File: config.mk
export PLATFORM = sky130hd
export DESIGN_NAME = data_eeprom_control_status
export DESIGN_NICKNAME = d
export VERILOG_FILES = /design/src/rtl/eeprom_ctl_pkg.sv /design/src/rtl/data_eeprom_control_status.sv /design/src/rtl/eeprom_array.sv
export VERILOG_INCLUDE_DIRS = /design/src /design/src/rtl
export SDC_FILE = /design/constraint.sdc
export NUM_CORES = 2
export LEC_CHECK = 0
export BUFFER_PORTS_ARGS = -buffer_cell sky130_fd_sc_hd__buf_2
export CAP_MARGIN = 20
export CELL_PAD_IN_SITES_DETAIL_PLACEMENT = 1
export CELL_PAD_IN_SITES_GLOBAL_PLACEMENT = 1
export CORE_AREA = 2 2 473 592
export DETAILED_ROUTE_END_ITERATION = 8
export DIE_AREA = 0 0 475 594
export PLACE_DENSITY = 0.54
export SLEW_MARGIN = 30
export SYNTH_ARGS = -nofsm -noshare
export SYNTH_HDL_FRONTEND = slang
export SYNTH_HIERARCHICAL = 1
export SYNTH_SLANG_ARGS = --single-unit
File: constraint.sdc
create_clock -name core_clk_in -period 4.45 [get_ports core_clk_in]
set_input_delay 0 -clock core_clk_in [delete_from_list [all_inputs] [get_ports core_clk_in]]
set_output_delay 0 -clock core_clk_in [all_outputs]
set_load 0.05 [all_outputs]
File: src/rtl/eeprom_ctl_defines.svh
// register offsets, bit positions, reset values and timing for eeprom control
`ifndef EEPROM_CTL_DEFINES_SVH
`define EEPROM_CTL_DEFINES_SVH

`define EE_ADDR_W 3
`define EE_OFF_CONTROL 3'h0
`define EE_OFF_UNLOCK 3'h1
`define EE_OFF_DATA 3'h2
`define EE_OFF_ADDRESS 3'h3
`define EE_OFF_FLAGS 3'h4

`define EE_BIT_READ 0
`define EE_BIT_WRITE 1
`define EE_BIT_PERMIT 2
`define EE_BIT_WERR 3
`define EE_BIT_DONE 7

`define EE_RST_BYTE 8'h00
`define EE_RST_WERR 1'b0

`define EE_KEY_FIRST 8'h5a
`define EE_KEY_SECOND 8'ha5

`define EE_CLK_PERIOD_NS 50
`define EE_WRITE_TIME_NS 2000
`define EE_WRITE_CYCLES \
  ((`EE_WRITE_TIME_NS + `EE_CLK_PERIOD_NS - 1) / `EE_CLK_PERIOD_NS)

`endif

File: src/rtl/eeprom_ctl_pkg.sv
// types shared by the eeprom control block
package eeprom_ctl_pkg;
  typedef logic [7:0] byte_t;
  typedef enum logic [1:0] {UL_IDLE, UL_KEY1, UL_ARMED} unlock_state_t;
  typedef enum logic {WS_IDLE, WS_BUSY} write_state_t;
endpackage

File: src/rtl/data_eeprom_control_status.sv
// data eeprom control, status, unlock and register port
`timescale 1ns/1ps
`include "eeprom_ctl_defines.svh"
//
// Contract
// - the control register holds only its low four bits, the upper four read 0.
// - read and write strobes are set-only by software and cleared by hardware.
// - a write starts only while write_permit is set; power-up clears it.
// - an external clear or watchdog reset during a write sets write_error_flag.
// - any reset clears the data register and the address register.
// - a finished write sets eeprom_done_flag, which only software or power-up reset clears.
// - the unlock port stores nothing, reads 0, and only sequences writes.

module data_eeprom_control_status #(
  parameter int DEPTH = 256,
  parameter int WRITE_CYCLES = `EE_WRITE_CYCLES
) (
  input wire logic core_clk_in,
  input wire logic reset_in,
  input wire logic ext_clear_in,
  input wire logic wdt_reset_in,
  input wire logic [`EE_ADDR_W-1:0] addr_in,
  input wire eeprom_ctl_pkg::byte_t wdata_in,
  input wire logic wr_in,
  input wire logic rd_in,
  output eeprom_ctl_pkg::byte_t rdata_out,
  output logic write_busy_out
);
  import eeprom_ctl_pkg::*;

  function automatic logic hit(input logic [`EE_ADDR_W-1:0] a,
                               input logic [`EE_ADDR_W-1:0] off);
    hit = (a == off);
  endfunction

  logic read_strobe_ff;
  logic write_strobe_ff;
  logic write_permit_ff;
  logic write_error_flag_ff;
  logic eeprom_done_flag_ff;
  byte_t eeprom_data_reg_ff;
  byte_t eeprom_address_reg_ff;
  byte_t rdata_ff;
  unlock_state_t unlock_ff;

  logic nxt_read_strobe;
  logic nxt_write_strobe;
  logic nxt_write_permit;
  logic nxt_write_error_flag;
  logic nxt_eeprom_done_flag;
  byte_t nxt_eeprom_data_reg;
  byte_t nxt_eeprom_address_reg;
  byte_t nxt_rdata;
  unlock_state_t nxt_unlock;

  byte_t arr_rdata;
  logic arr_busy;
  logic arr_done;

  // external clear and watchdog act as resets that keep the array
  wire warm_reset = ext_clear_in || wdt_reset_in;

  wire sel_control = hit(addr_in, `EE_OFF_CONTROL);
  wire sel_unlock = hit(addr_in, `EE_OFF_UNLOCK);
  wire sel_data = hit(addr_in, `EE_OFF_DATA);
  wire sel_address = hit(addr_in, `EE_OFF_ADDRESS);
  wire sel_flags = hit(addr_in, `EE_OFF_FLAGS);

  wire control_wr = wr_in && sel_control;
  wire unlock_wr = wr_in && sel_unlock;
  wire data_wr = wr_in && sel_data;
  wire address_wr = wr_in && sel_address;
  wire flags_wr = wr_in && sel_flags;

  // a write only starts straight after the two-key unlock sequence
  wire write_go = control_wr && wdata_in[`EE_BIT_WRITE] &&
                  write_permit_ff && (unlock_ff == UL_ARMED) &&
                  !write_strobe_ff;

  wire [7:0] control_view = {4'h0, write_error_flag_ff, write_permit_ff,
                             write_strobe_ff, read_strobe_ff};
  wire [7:0] flags_view = {eeprom_done_flag_ff, 7'h00};

  // unmapped addresses and the unlock port read back zero
  wire [7:0] read_mux = sel_control ? control_view :
                        sel_data ? eeprom_data_reg_ff :
                        sel_address ? eeprom_address_reg_ff :
                        sel_flags ? flags_view :
                        `EE_RST_BYTE;

  assign nxt_rdata = rd_in ? read_mux : `EE_RST_BYTE;

  // software can only raise the read strobe; it drops after one load
  assign nxt_read_strobe = read_strobe_ff ? 1'b0 :
                           (control_wr && wdata_in[`EE_BIT_READ]);

  // a zero written to the write strobe is ignored, so no early abort
  assign nxt_write_strobe = write_go ||
                            (write_strobe_ff && !arr_done);

  assign nxt_write_permit = control_wr ? wdata_in[`EE_BIT_PERMIT] :
                            write_permit_ff;
  assign nxt_write_error_flag = control_wr ? wdata_in[`EE_BIT_WERR] :
                                write_error_flag_ff;

  // completion wins over a software clear in the same cycle
  assign nxt_eeprom_done_flag = arr_done ||
                                (flags_wr ? wdata_in[`EE_BIT_DONE] :
                                 eeprom_done_flag_ff);

  // the read load takes priority over a software store that same cycle
  assign nxt_eeprom_data_reg = read_strobe_ff ? arr_rdata :
                               data_wr ? wdata_in :
                               eeprom_data_reg_ff;
  assign nxt_eeprom_address_reg = address_wr ? wdata_in :
                                  eeprom_address_reg_ff;

  // any bus write other than the next key or the first key breaks the sequence
  always_comb begin
    nxt_unlock = unlock_ff;
    if (unlock_wr) begin
      if (unlock_ff == UL_KEY1 && wdata_in == `EE_KEY_SECOND) begin
        nxt_unlock = UL_ARMED;
      end else if (wdata_in == `EE_KEY_FIRST) begin
        nxt_unlock = UL_KEY1;
      end else begin
        nxt_unlock = UL_IDLE;
      end
    end else if (wr_in) begin
      nxt_unlock = UL_IDLE;
    end
  end

  always_ff @(posedge core_clk_in) begin
    if (reset_in) begin
      read_strobe_ff <= 1'b0;
      write_strobe_ff <= 1'b0;
      write_permit_ff <= 1'b0;
      write_error_flag_ff <= `EE_RST_WERR;
      eeprom_done_flag_ff <= 1'b0;
      unlock_ff <= UL_IDLE;
      rdata_ff <= `EE_RST_BYTE;
    end else if (warm_reset) begin
      read_strobe_ff <= 1'b0;
      write_strobe_ff <= 1'b0;
      write_permit_ff <= 1'b0;
      // a write whose last cycle already landed is finished, not cut
      write_error_flag_ff <= write_error_flag_ff ||
                             (write_strobe_ff && !arr_done);
      eeprom_done_flag_ff <= eeprom_done_flag_ff || arr_done;
      unlock_ff <= UL_IDLE;
      rdata_ff <= `EE_RST_BYTE;
    end else begin
      read_strobe_ff <= nxt_read_strobe;
      write_strobe_ff <= nxt_write_strobe;
      write_permit_ff <= nxt_write_permit;
      write_error_flag_ff <= nxt_write_error_flag;
      eeprom_done_flag_ff <= nxt_eeprom_done_flag;
      unlock_ff <= nxt_unlock;
      rdata_ff <= nxt_rdata;
    end
  end

  // software must reload both after any reset
  always_ff @(posedge core_clk_in) begin
    if (reset_in || warm_reset) begin
      eeprom_data_reg_ff <= `EE_RST_BYTE;
      eeprom_address_reg_ff <= `EE_RST_BYTE;
    end else begin
      eeprom_data_reg_ff <= nxt_eeprom_data_reg;
      eeprom_address_reg_ff <= nxt_eeprom_address_reg;
    end
  end

  assign rdata_out = rdata_ff;
  assign write_busy_out = write_strobe_ff;

  // array latches address and data at start, later edits do not leak in
  eeprom_array #(
    .DEPTH(DEPTH),
    .WRITE_CYCLES(WRITE_CYCLES)
  ) eeprom_array_i (
    .core_clk_in(core_clk_in),
    .reset_in(reset_in),
    .abort_in(warm_reset),
    .start_in(write_go && !warm_reset),
    .addr_in(eeprom_address_reg_ff),
    .wdata_in(eeprom_data_reg_ff),
    .rdata_out(arr_rdata),
    .busy_out(arr_busy),
    .done_out(arr_done)
  );
endmodule // data_eeprom_control_status

File: src/rtl/eeprom_array.sv
// data eeprom byte array with a timed, abortable programming cycle
`timescale 1ns/1ps
`include "eeprom_ctl_defines.svh"

module eeprom_array #(
  parameter int DEPTH = 256,
  parameter int WRITE_CYCLES = `EE_WRITE_CYCLES
) (
  input wire logic core_clk_in,
  input wire logic reset_in,
  input wire logic abort_in,
  input wire logic start_in,
  input wire logic [7:0] addr_in,
  input wire eeprom_ctl_pkg::byte_t wdata_in,
  output eeprom_ctl_pkg::byte_t rdata_out,
  output logic busy_out,
  output logic done_out
);
  import eeprom_ctl_pkg::*;

  localparam int CW = $clog2(WRITE_CYCLES + 1);

  byte_t mem [DEPTH];
  write_state_t state_ff;
  logic [CW-1:0] count_ff;
  logic [7:0] waddr_ff;
  byte_t wdata_ff;
  logic done_ff;

  wire last_cycle = (state_ff == WS_BUSY) && (count_ff == '0);

  assign rdata_out = mem[addr_in];
  assign busy_out = (state_ff == WS_BUSY);
  assign done_out = done_ff;

  // contents survive every reset; only the sequencer is cleared
  always_ff @(posedge core_clk_in) begin
    if (last_cycle && !abort_in && !reset_in) begin
      mem[waddr_ff] <= wdata_ff;
    end
  end

  // an aborted cycle leaves the old byte in place
  always_ff @(posedge core_clk_in) begin
    if (reset_in || abort_in) begin
      state_ff <= WS_IDLE;
      count_ff <= '0;
      done_ff <= 1'b0;
    end else begin
      done_ff <= last_cycle;
      unique case (state_ff)
        WS_IDLE: begin
          if (start_in) begin
            state_ff <= WS_BUSY;
            count_ff <= CW'(WRITE_CYCLES - 1);
          end
        end
        WS_BUSY: begin
          if (last_cycle) begin
            state_ff <= WS_IDLE;
          end else begin
            count_ff <= count_ff - 1'b1;
          end
        end
      endcase
    end
  end

  always_ff @(posedge core_clk_in) begin
    if (start_in && state_ff == WS_IDLE) begin
      waddr_ff <= addr_in;
      wdata_ff <= wdata_in;
    end
  end
endmodule // eeprom_array

=== Word-level counts from Yosys, hierarchy flattened ===
Memory sizes are Yosys's and may differ from the RTL's. A register that Yosys moved wholly into a read port is not among the register bits.
Index checks and enable logic that the tools add are counted.
W data, S select, Z words.

* Output and inout port bits: 9
* Register bits after elaboration: 55
* RAM bits: 2048
* Input bits: 17
* Word-level logic and storage cells: 90
* Memories kept: 1

{| class="wikitable"
|+ Memories
! name !! words !! width !! read ports !! clocked after memory_dff !! wr ports !! line !! source
|-
| eeprom_array_i.mem || 256 || 8 || 1 || 1 || 1 || eeprom_array.sv:23 || <nowiki>byte_t mem [DEPTH];</nowiki>
|}

* Multiplexer cells: 24
* Equal/unequal tests: 10
* Reduce and logical (&&, ||, !) cells: 37
* Bitwise logic cells: 2
* Add/sub/neg operators: 1

{| class="wikitable"
|+ Operators by type and width
! operator !! number
|-
| $mux W8 || 7
|-
| $logic_and A1 B1 Y1 || 17
|-
| $mux W6 || 2
|-
| $pmux W6 S2 || 1
|-
| $mux W1 || 9
|-
| $eq A8 B7 Y1 const B || 1
|-
| $eq A8 B8 Y1 const B || 1
|-
| $eq A3 B2 Y1 const B || 2
|-
| $logic_not A6 Y1 || 1
|-
| $logic_or A1 B1 Y1 || 6
|-
| $mux W2 || 3
|-
| $reduce_bool A2 Y1 || 3
|-
| $reduce_or A3 Y1 || 2
|-
| $sub A6 B1 Y6 const B || 1
|-
| $logic_not A1 Y1 || 4
|-
| $mux W4 || 1
|-
| $reduce_or A4 Y1 || 1
|-
| $eq A3 B1 Y1 const B || 1
|-
| $eq A3 B3 Y1 const B || 1
|-
| $logic_not A3 Y1 || 1
|-
| $eq A2 B1 Y1 const B || 1
|-
| $eq A2 B2 Y1 const B || 1
|-
| $ne A2 B1 Y1 const B || 1
|-
| $ne A2 B2 Y1 const B || 1
|-
| 4 further kinds || 5
|}

=== Logic depth before layout (Yosys ltp) ===
* Depth after elaboration: 9
* Depth in mapped cells: 14
* Mapped depth without buffers: 9

=== Cells and area by module ===
The synthesis kept the hierarchy.

{| class="wikitable"
|+ By module, submodules not included
! module !! area an instance (sq um) !! seq. area each (sq um) !! cells an instance !! instances
|-
| eeprom_array || 81076.5 || 62139.6 || 3957 || 1
|-
| data_eeprom_control_status || 1415.1 || 620.6 || 170 || 1
|}

=== Worst setup path before layout ===
OpenSTA, ideal clock, no wires.

* Path kind: reg2reg
* Start point: reg eeprom_array_i.wdata_ff[0]
* End point: mem eeprom_array_i/mem[0][0] in the netlist's numbering, data pin
* Required time: 3.633 ns
* Cell stages (with the launch flop): 1
* Setup slack: 0.404 ns
* Path buffers: 0
* Arrival time: 3.228 ns
* Clock period less this slack: 4.046 ns
* Library setup time: 0.817 ns
* Path through: edfxtp_1

{| class="wikitable"
|+ RTL lines
! what !! line !! source
|-
| start, declared || eeprom_array.sv:27 || <nowiki>byte_t wdata_ff;</nowiki>
|-
| start signal, assigned || eeprom_array.sv:72 || <nowiki>wdata_ff <= wdata_in;</nowiki>
|-
| end, declared || eeprom_array.sv:23 ||
|}

Straight into the memory's write port.

==> qor.csv <==
stage;metric;value;unit
worst_setup_path;cpPeakStageDelay;0.61;ns
worst_setup_path;required;5.19;ns
grt;grt-ovfl-total;0;
clock_network;cts_num_sinks;2103;
detailed_routing;detail_route.wl_per_cell;29.2;um
die;die_height;594;um
clock_network;tritoncts_buffers;217;
placement;post_placement_cell_count;7949;
placement;post_dp_hpwl;155000;um
worst_setup_path;critical_path.max_fanout;30;
power;ir_drop;0.000329;V
clock_network;tritoncts;done;
power;share_clk_of_total_power;44.9;%
layout;layout.cell_area.non_filler;95900;um^2
logic_synthesis;yosysTopAreaCell;sky130_fd_sc_hd__edfxtp_1;
timing;fmax;233;MHz
die;design.portCount;26;
timing;maxSlewViolCount;0;
run_status;status;finished, final reports clean;
logic_synthesis;syn_nets;4146;
placement;placed_cell_area;88700;um^2
layout;area_growth_syn_to_layout;16.3;%
logic_synthesis;synthCells;4127;
detailed_routing;drtAntennaViolNets;0;
grt;vias_in_the_first_global_route;44900;
timing;worst-slew-pin-transition;0.987;ns
logic_synthesis;postSynth.asyncResetShare;0;%
power;netSwitchingPower;7.75;mW
logic_synthesis;synth.lib_cells_used.distinct;83;
power;leakage;21.3;nW
worst_setup_path;path_class;flip-flop to flip-flop;
die;design.die.area;282000;um^2
layout;layout.cells.most_common_list;sky130_fd_sc_hd__edfxtp_1, sky130_fd_sc_hd__mux4_2, sky130_fd_sc_hd__nor2_1;
timing;maxSlewHeadroom;33.3;%
logic_synthesis;synth.area.top_cells;sky130_fd_sc_hd__edfxtp_1, sky130_fd_sc_hd__mux4_2, sky130_fd_sc_hd__mux2i_1, sky130_fd_sc_hd__nor2_1, sky130_fd_sc_hd__o221ai_1;
placement;place.gp.congestion;0.809;
layout;layout-drive-gt1-share;23.5;%
clock_network;cts_max_level;4;
layout;layout_commonest_cell;sky130_fd_sc_hd__edfxtp_1;
clock_network;insertion_delay_to_the_later_sink_of_the_worst_skew_pair;0.87;ns
logic_synthesis;synth_warnings;6;
clock_network;worst_setup_hold_path_clk_slew;0.06;ns
detailed_routing;routed_wirelength;245000;um
timing;fin_worst_skew;0.0444;ns
run;max-cap-violations;0;
timing;final.setup.tns;0;ns
logic_synthesis;synthDominantCellAreaShare;75.1;%
logic_synthesis;syn_area_per_cell;20.0;um^2
detailed_routing;post-route-drc-count;0;
timing;finalHoldViolCount;0;
worst_setup_path;worst_setup_path_start_kind;flip-flop;
grt;largest_net_degree_at_the_start_of_global_routing;197;
placement;dp_slack;0.389;ns
detailed_routing;routed-via-count;42400;
logic_synthesis;synth_enable_flop_cells;2064;
grt;antenna_found_initial;3;
hold_path;worstHoldPathType;input port to flip-flop;
power;power_per_cell_area;408;nW/um^2
die;floorplan.die.width;475;um
logic_synthesis;yosys_register_bits;2103;
timing;unrepaired_setup_endpoints_after_global_routing;yes;
detailed_routing;drtIter0Drc;3634;
timing;final.period_utilization;96.4;%
logic_synthesis;combined_area_of_all_synthesized_cells;82500;um^2
timing;timing.final.ws_setup;0.159;ns
placement;buffer_ports.inserted;25;
power;power.total;39.1;mW
power;power.sequential.fraction;54.7;%
worst_setup_path;worst_setup_path_end_kind;flip-flop;
die;row_count;216;
worst_setup_path;cp_slowest_cell;sky130_fd_sc_hd__dfxtp_4;
logic_synthesis;dominantRegCellSynth;sky130_fd_sc_hd__edfxtp_1;
detailed_routing;drt_pre_antenna_iters;5;
grt;grt_usage;17.1;%
power;switching_share_of_total_power;19.8;%
worst_setup_path;arrival;5.03;ns
layout;fin_cells;8393;
detailed_routing;vias_per_cell;5.05;
timing;timing.final.setup_violations;0;
clock_network;clockBufferDepth;4;
logic_synthesis;synth.yosys.seq_area_share;76.1;%
power;combPwrFrac;0.4;%
clock_network;ctsRootBufferMaster;sky130_fd_sc_hd__clkbuf_16;
clock_network;number_of_buffers_inserted_to_repair_setup_after_cts;0;
grt;first_pass_grt_wire_length;346000;um
die;core;276000;um^2
worst_setup_path;crit_chain;buf_12 > buf_12 > mux4_2 > mux2i_1 > o22a_1 > nand4_1 > nor3_1 > a21o_1 > a211oi_1 > o21ai_0 > a31oi_1 > dlygate4sd3_1;
timing;layout_min_cycle_time;4.29;ns
power;intPower;31.4;mW
worst_setup_path;crit_path_frequent_cell;sky130_fd_sc_hd__buf_12;
layout;nNetsFinal;4531;
die;initial_core_util;29.8;%
synthesized netlist by cell type, types with 11 or more instances:
library cell	number
sky130_fd_sc_hd__nand4_1	11
sky130_fd_sc_hd__nand2_1	128
sky130_fd_sc_hd__a21oi_1	99
sky130_fd_sc_hd__nor3_1	33
sky130_fd_sc_hd__o21ai_0	41
sky130_fd_sc_hd__a31oi_1	17
sky130_fd_sc_hd__dfxtp_1	39
sky130_fd_sc_hd__mux4_2	389
sky130_fd_sc_hd__nor2b_1	22
sky130_fd_sc_hd__buf_1	15
sky130_fd_sc_hd__a221oi_1	14
sky130_fd_sc_hd__clkbuf_1	96
sky130_fd_sc_hd__nand3_1	36
sky130_fd_sc_hd__inv_1	13
sky130_fd_sc_hd__a21o_1	14
sky130_fd_sc_hd__buf_6	49
sky130_fd_sc_hd__mux2i_1	288
sky130_fd_sc_hd__buf_2	41
sky130_fd_sc_hd__o221ai_1	96
sky130_fd_sc_hd__mux2_2	16
sky130_fd_sc_hd__a22oi_1	11
sky130_fd_sc_hd__buf_4	21
sky130_fd_sc_hd__o22ai_1	68
sky130_fd_sc_hd__edfxtp_1	2064
sky130_fd_sc_hd__buf_12	12
sky130_fd_sc_hd__nor2_1	313
sky130_fd_sc_hd__a211oi_1	24
routing by layer:
layer,vias to the layer above,track usage [%],share of wire [%]
met2,1160,29.2,50
met4,2,7.55,4.7
met3,429,2.92,5.2
met1,23000,21.3,40
met5,-,0,0.0029
li1,17800,-,-
final cells by class:
type                            count  area, um^2
Antenna cell                        8        20.0
Clock buffer                      266        5660
Clock inverter                    120        1010
Fill cell                       27300      181000
Inverter                           14        55.1
Multi-Input combinational cell   1764       18100
Sequential cell                  2103       62800
Tap cell                         3706        4640
Timing Repair Buffer              412        3710
metrics by stage:
step	hold slack [ns]	util, %
CTS	0.0180	34.7
detailed placement	0.217	32.1
finish	0.0978	34.7
floorplan	0.0691	-
global route	0.0586	34.7
global placement	0.219	32.1
logic make-up after synthesis:
family                   after synthesis  share of synthesized area (%)
buffers and inverters                260                           2.15
multiplexers                         703                           14.6
XOR/XNOR                               3                         0.0319
AO/OA/AOI/OAI                        446                           3.77
flip-flops                          2103                           76.1
adder cells (fa/ha/maj)                2                         0.0303
AND/OR/NAND/NOR                      610                           3.30
final timing paths:
path / start / to / slack (ns) / cells past startpoint
worst max-delay path: eeprom_address_reg_ff[0] / eeprom_data_reg_ff[2] / 0.16 / 12
worst min-delay path: rd_in / rdata_out[3] / 0.1 / 4
worst max register to register: eeprom_address_reg_ff[0] / eeprom_data_reg_ff[2] / 0.16 / 12
worst min register to register: unlock_ff[1] / unlock_ff[1] / 0.50 / 2
registers in the layout, indices dropped and copies added (netlist names):
| name | cells |
|---|---|
| eeprom_array_i/waddr_ff | 8 |
| read_strobe_ff | 1 |
| eeprom_array_i/wdata_ff | 8 |
| write_permit_ff | 1 |
| eeprom_array_i/count_ff | 6 |
| write_busy_out | 1 |
| rdata_out | 8 |
| eeprom_address_reg_ff | 8 |
| unlock_ff | 2 |
| eeprom_data_reg_ff | 8 |
| eeprom_array_i/busy_out | 1 |
| write_error_flag_ff | 1 |
| eeprom_array_i/mem | 2048 |
| eeprom_array_i/done_out | 1 |
| eeprom_done_flag_ff | 1 |
power groups by stage:
stage / registers [mW] / logic, mW / clock network (mW)
4_1_cts: 21.4 / 0.167 / 18.0
2_1_floorplan: 21.8 / 0.0818 / 0
5_1_grt: 21.4 / 0.176 / 18.6
3_3_place_gp: 21.8 / 0.143 / 0
6_report: 21.4 / 0.168 / 17.6
3_5_place_dp: 21.8 / 0.143 / 0
worst max-delay path, delay by kind of cell, from the launching register on:
kind / cells / cell delay (ns)
simple gates: 2 / 0.72
flops: 1 / 0.61
mux: 2 / 0.76
buf+inv: 3 / 1.17
compound gates: 5 / 0.80
repair_timing:
action                                  CTS  global route
endpoints found under the setup margin    0            20
resized for setup                         0             2
hold endpoints to repair                 39             0
hold buffers                             48             0
(Power assumes the default switching activity.)
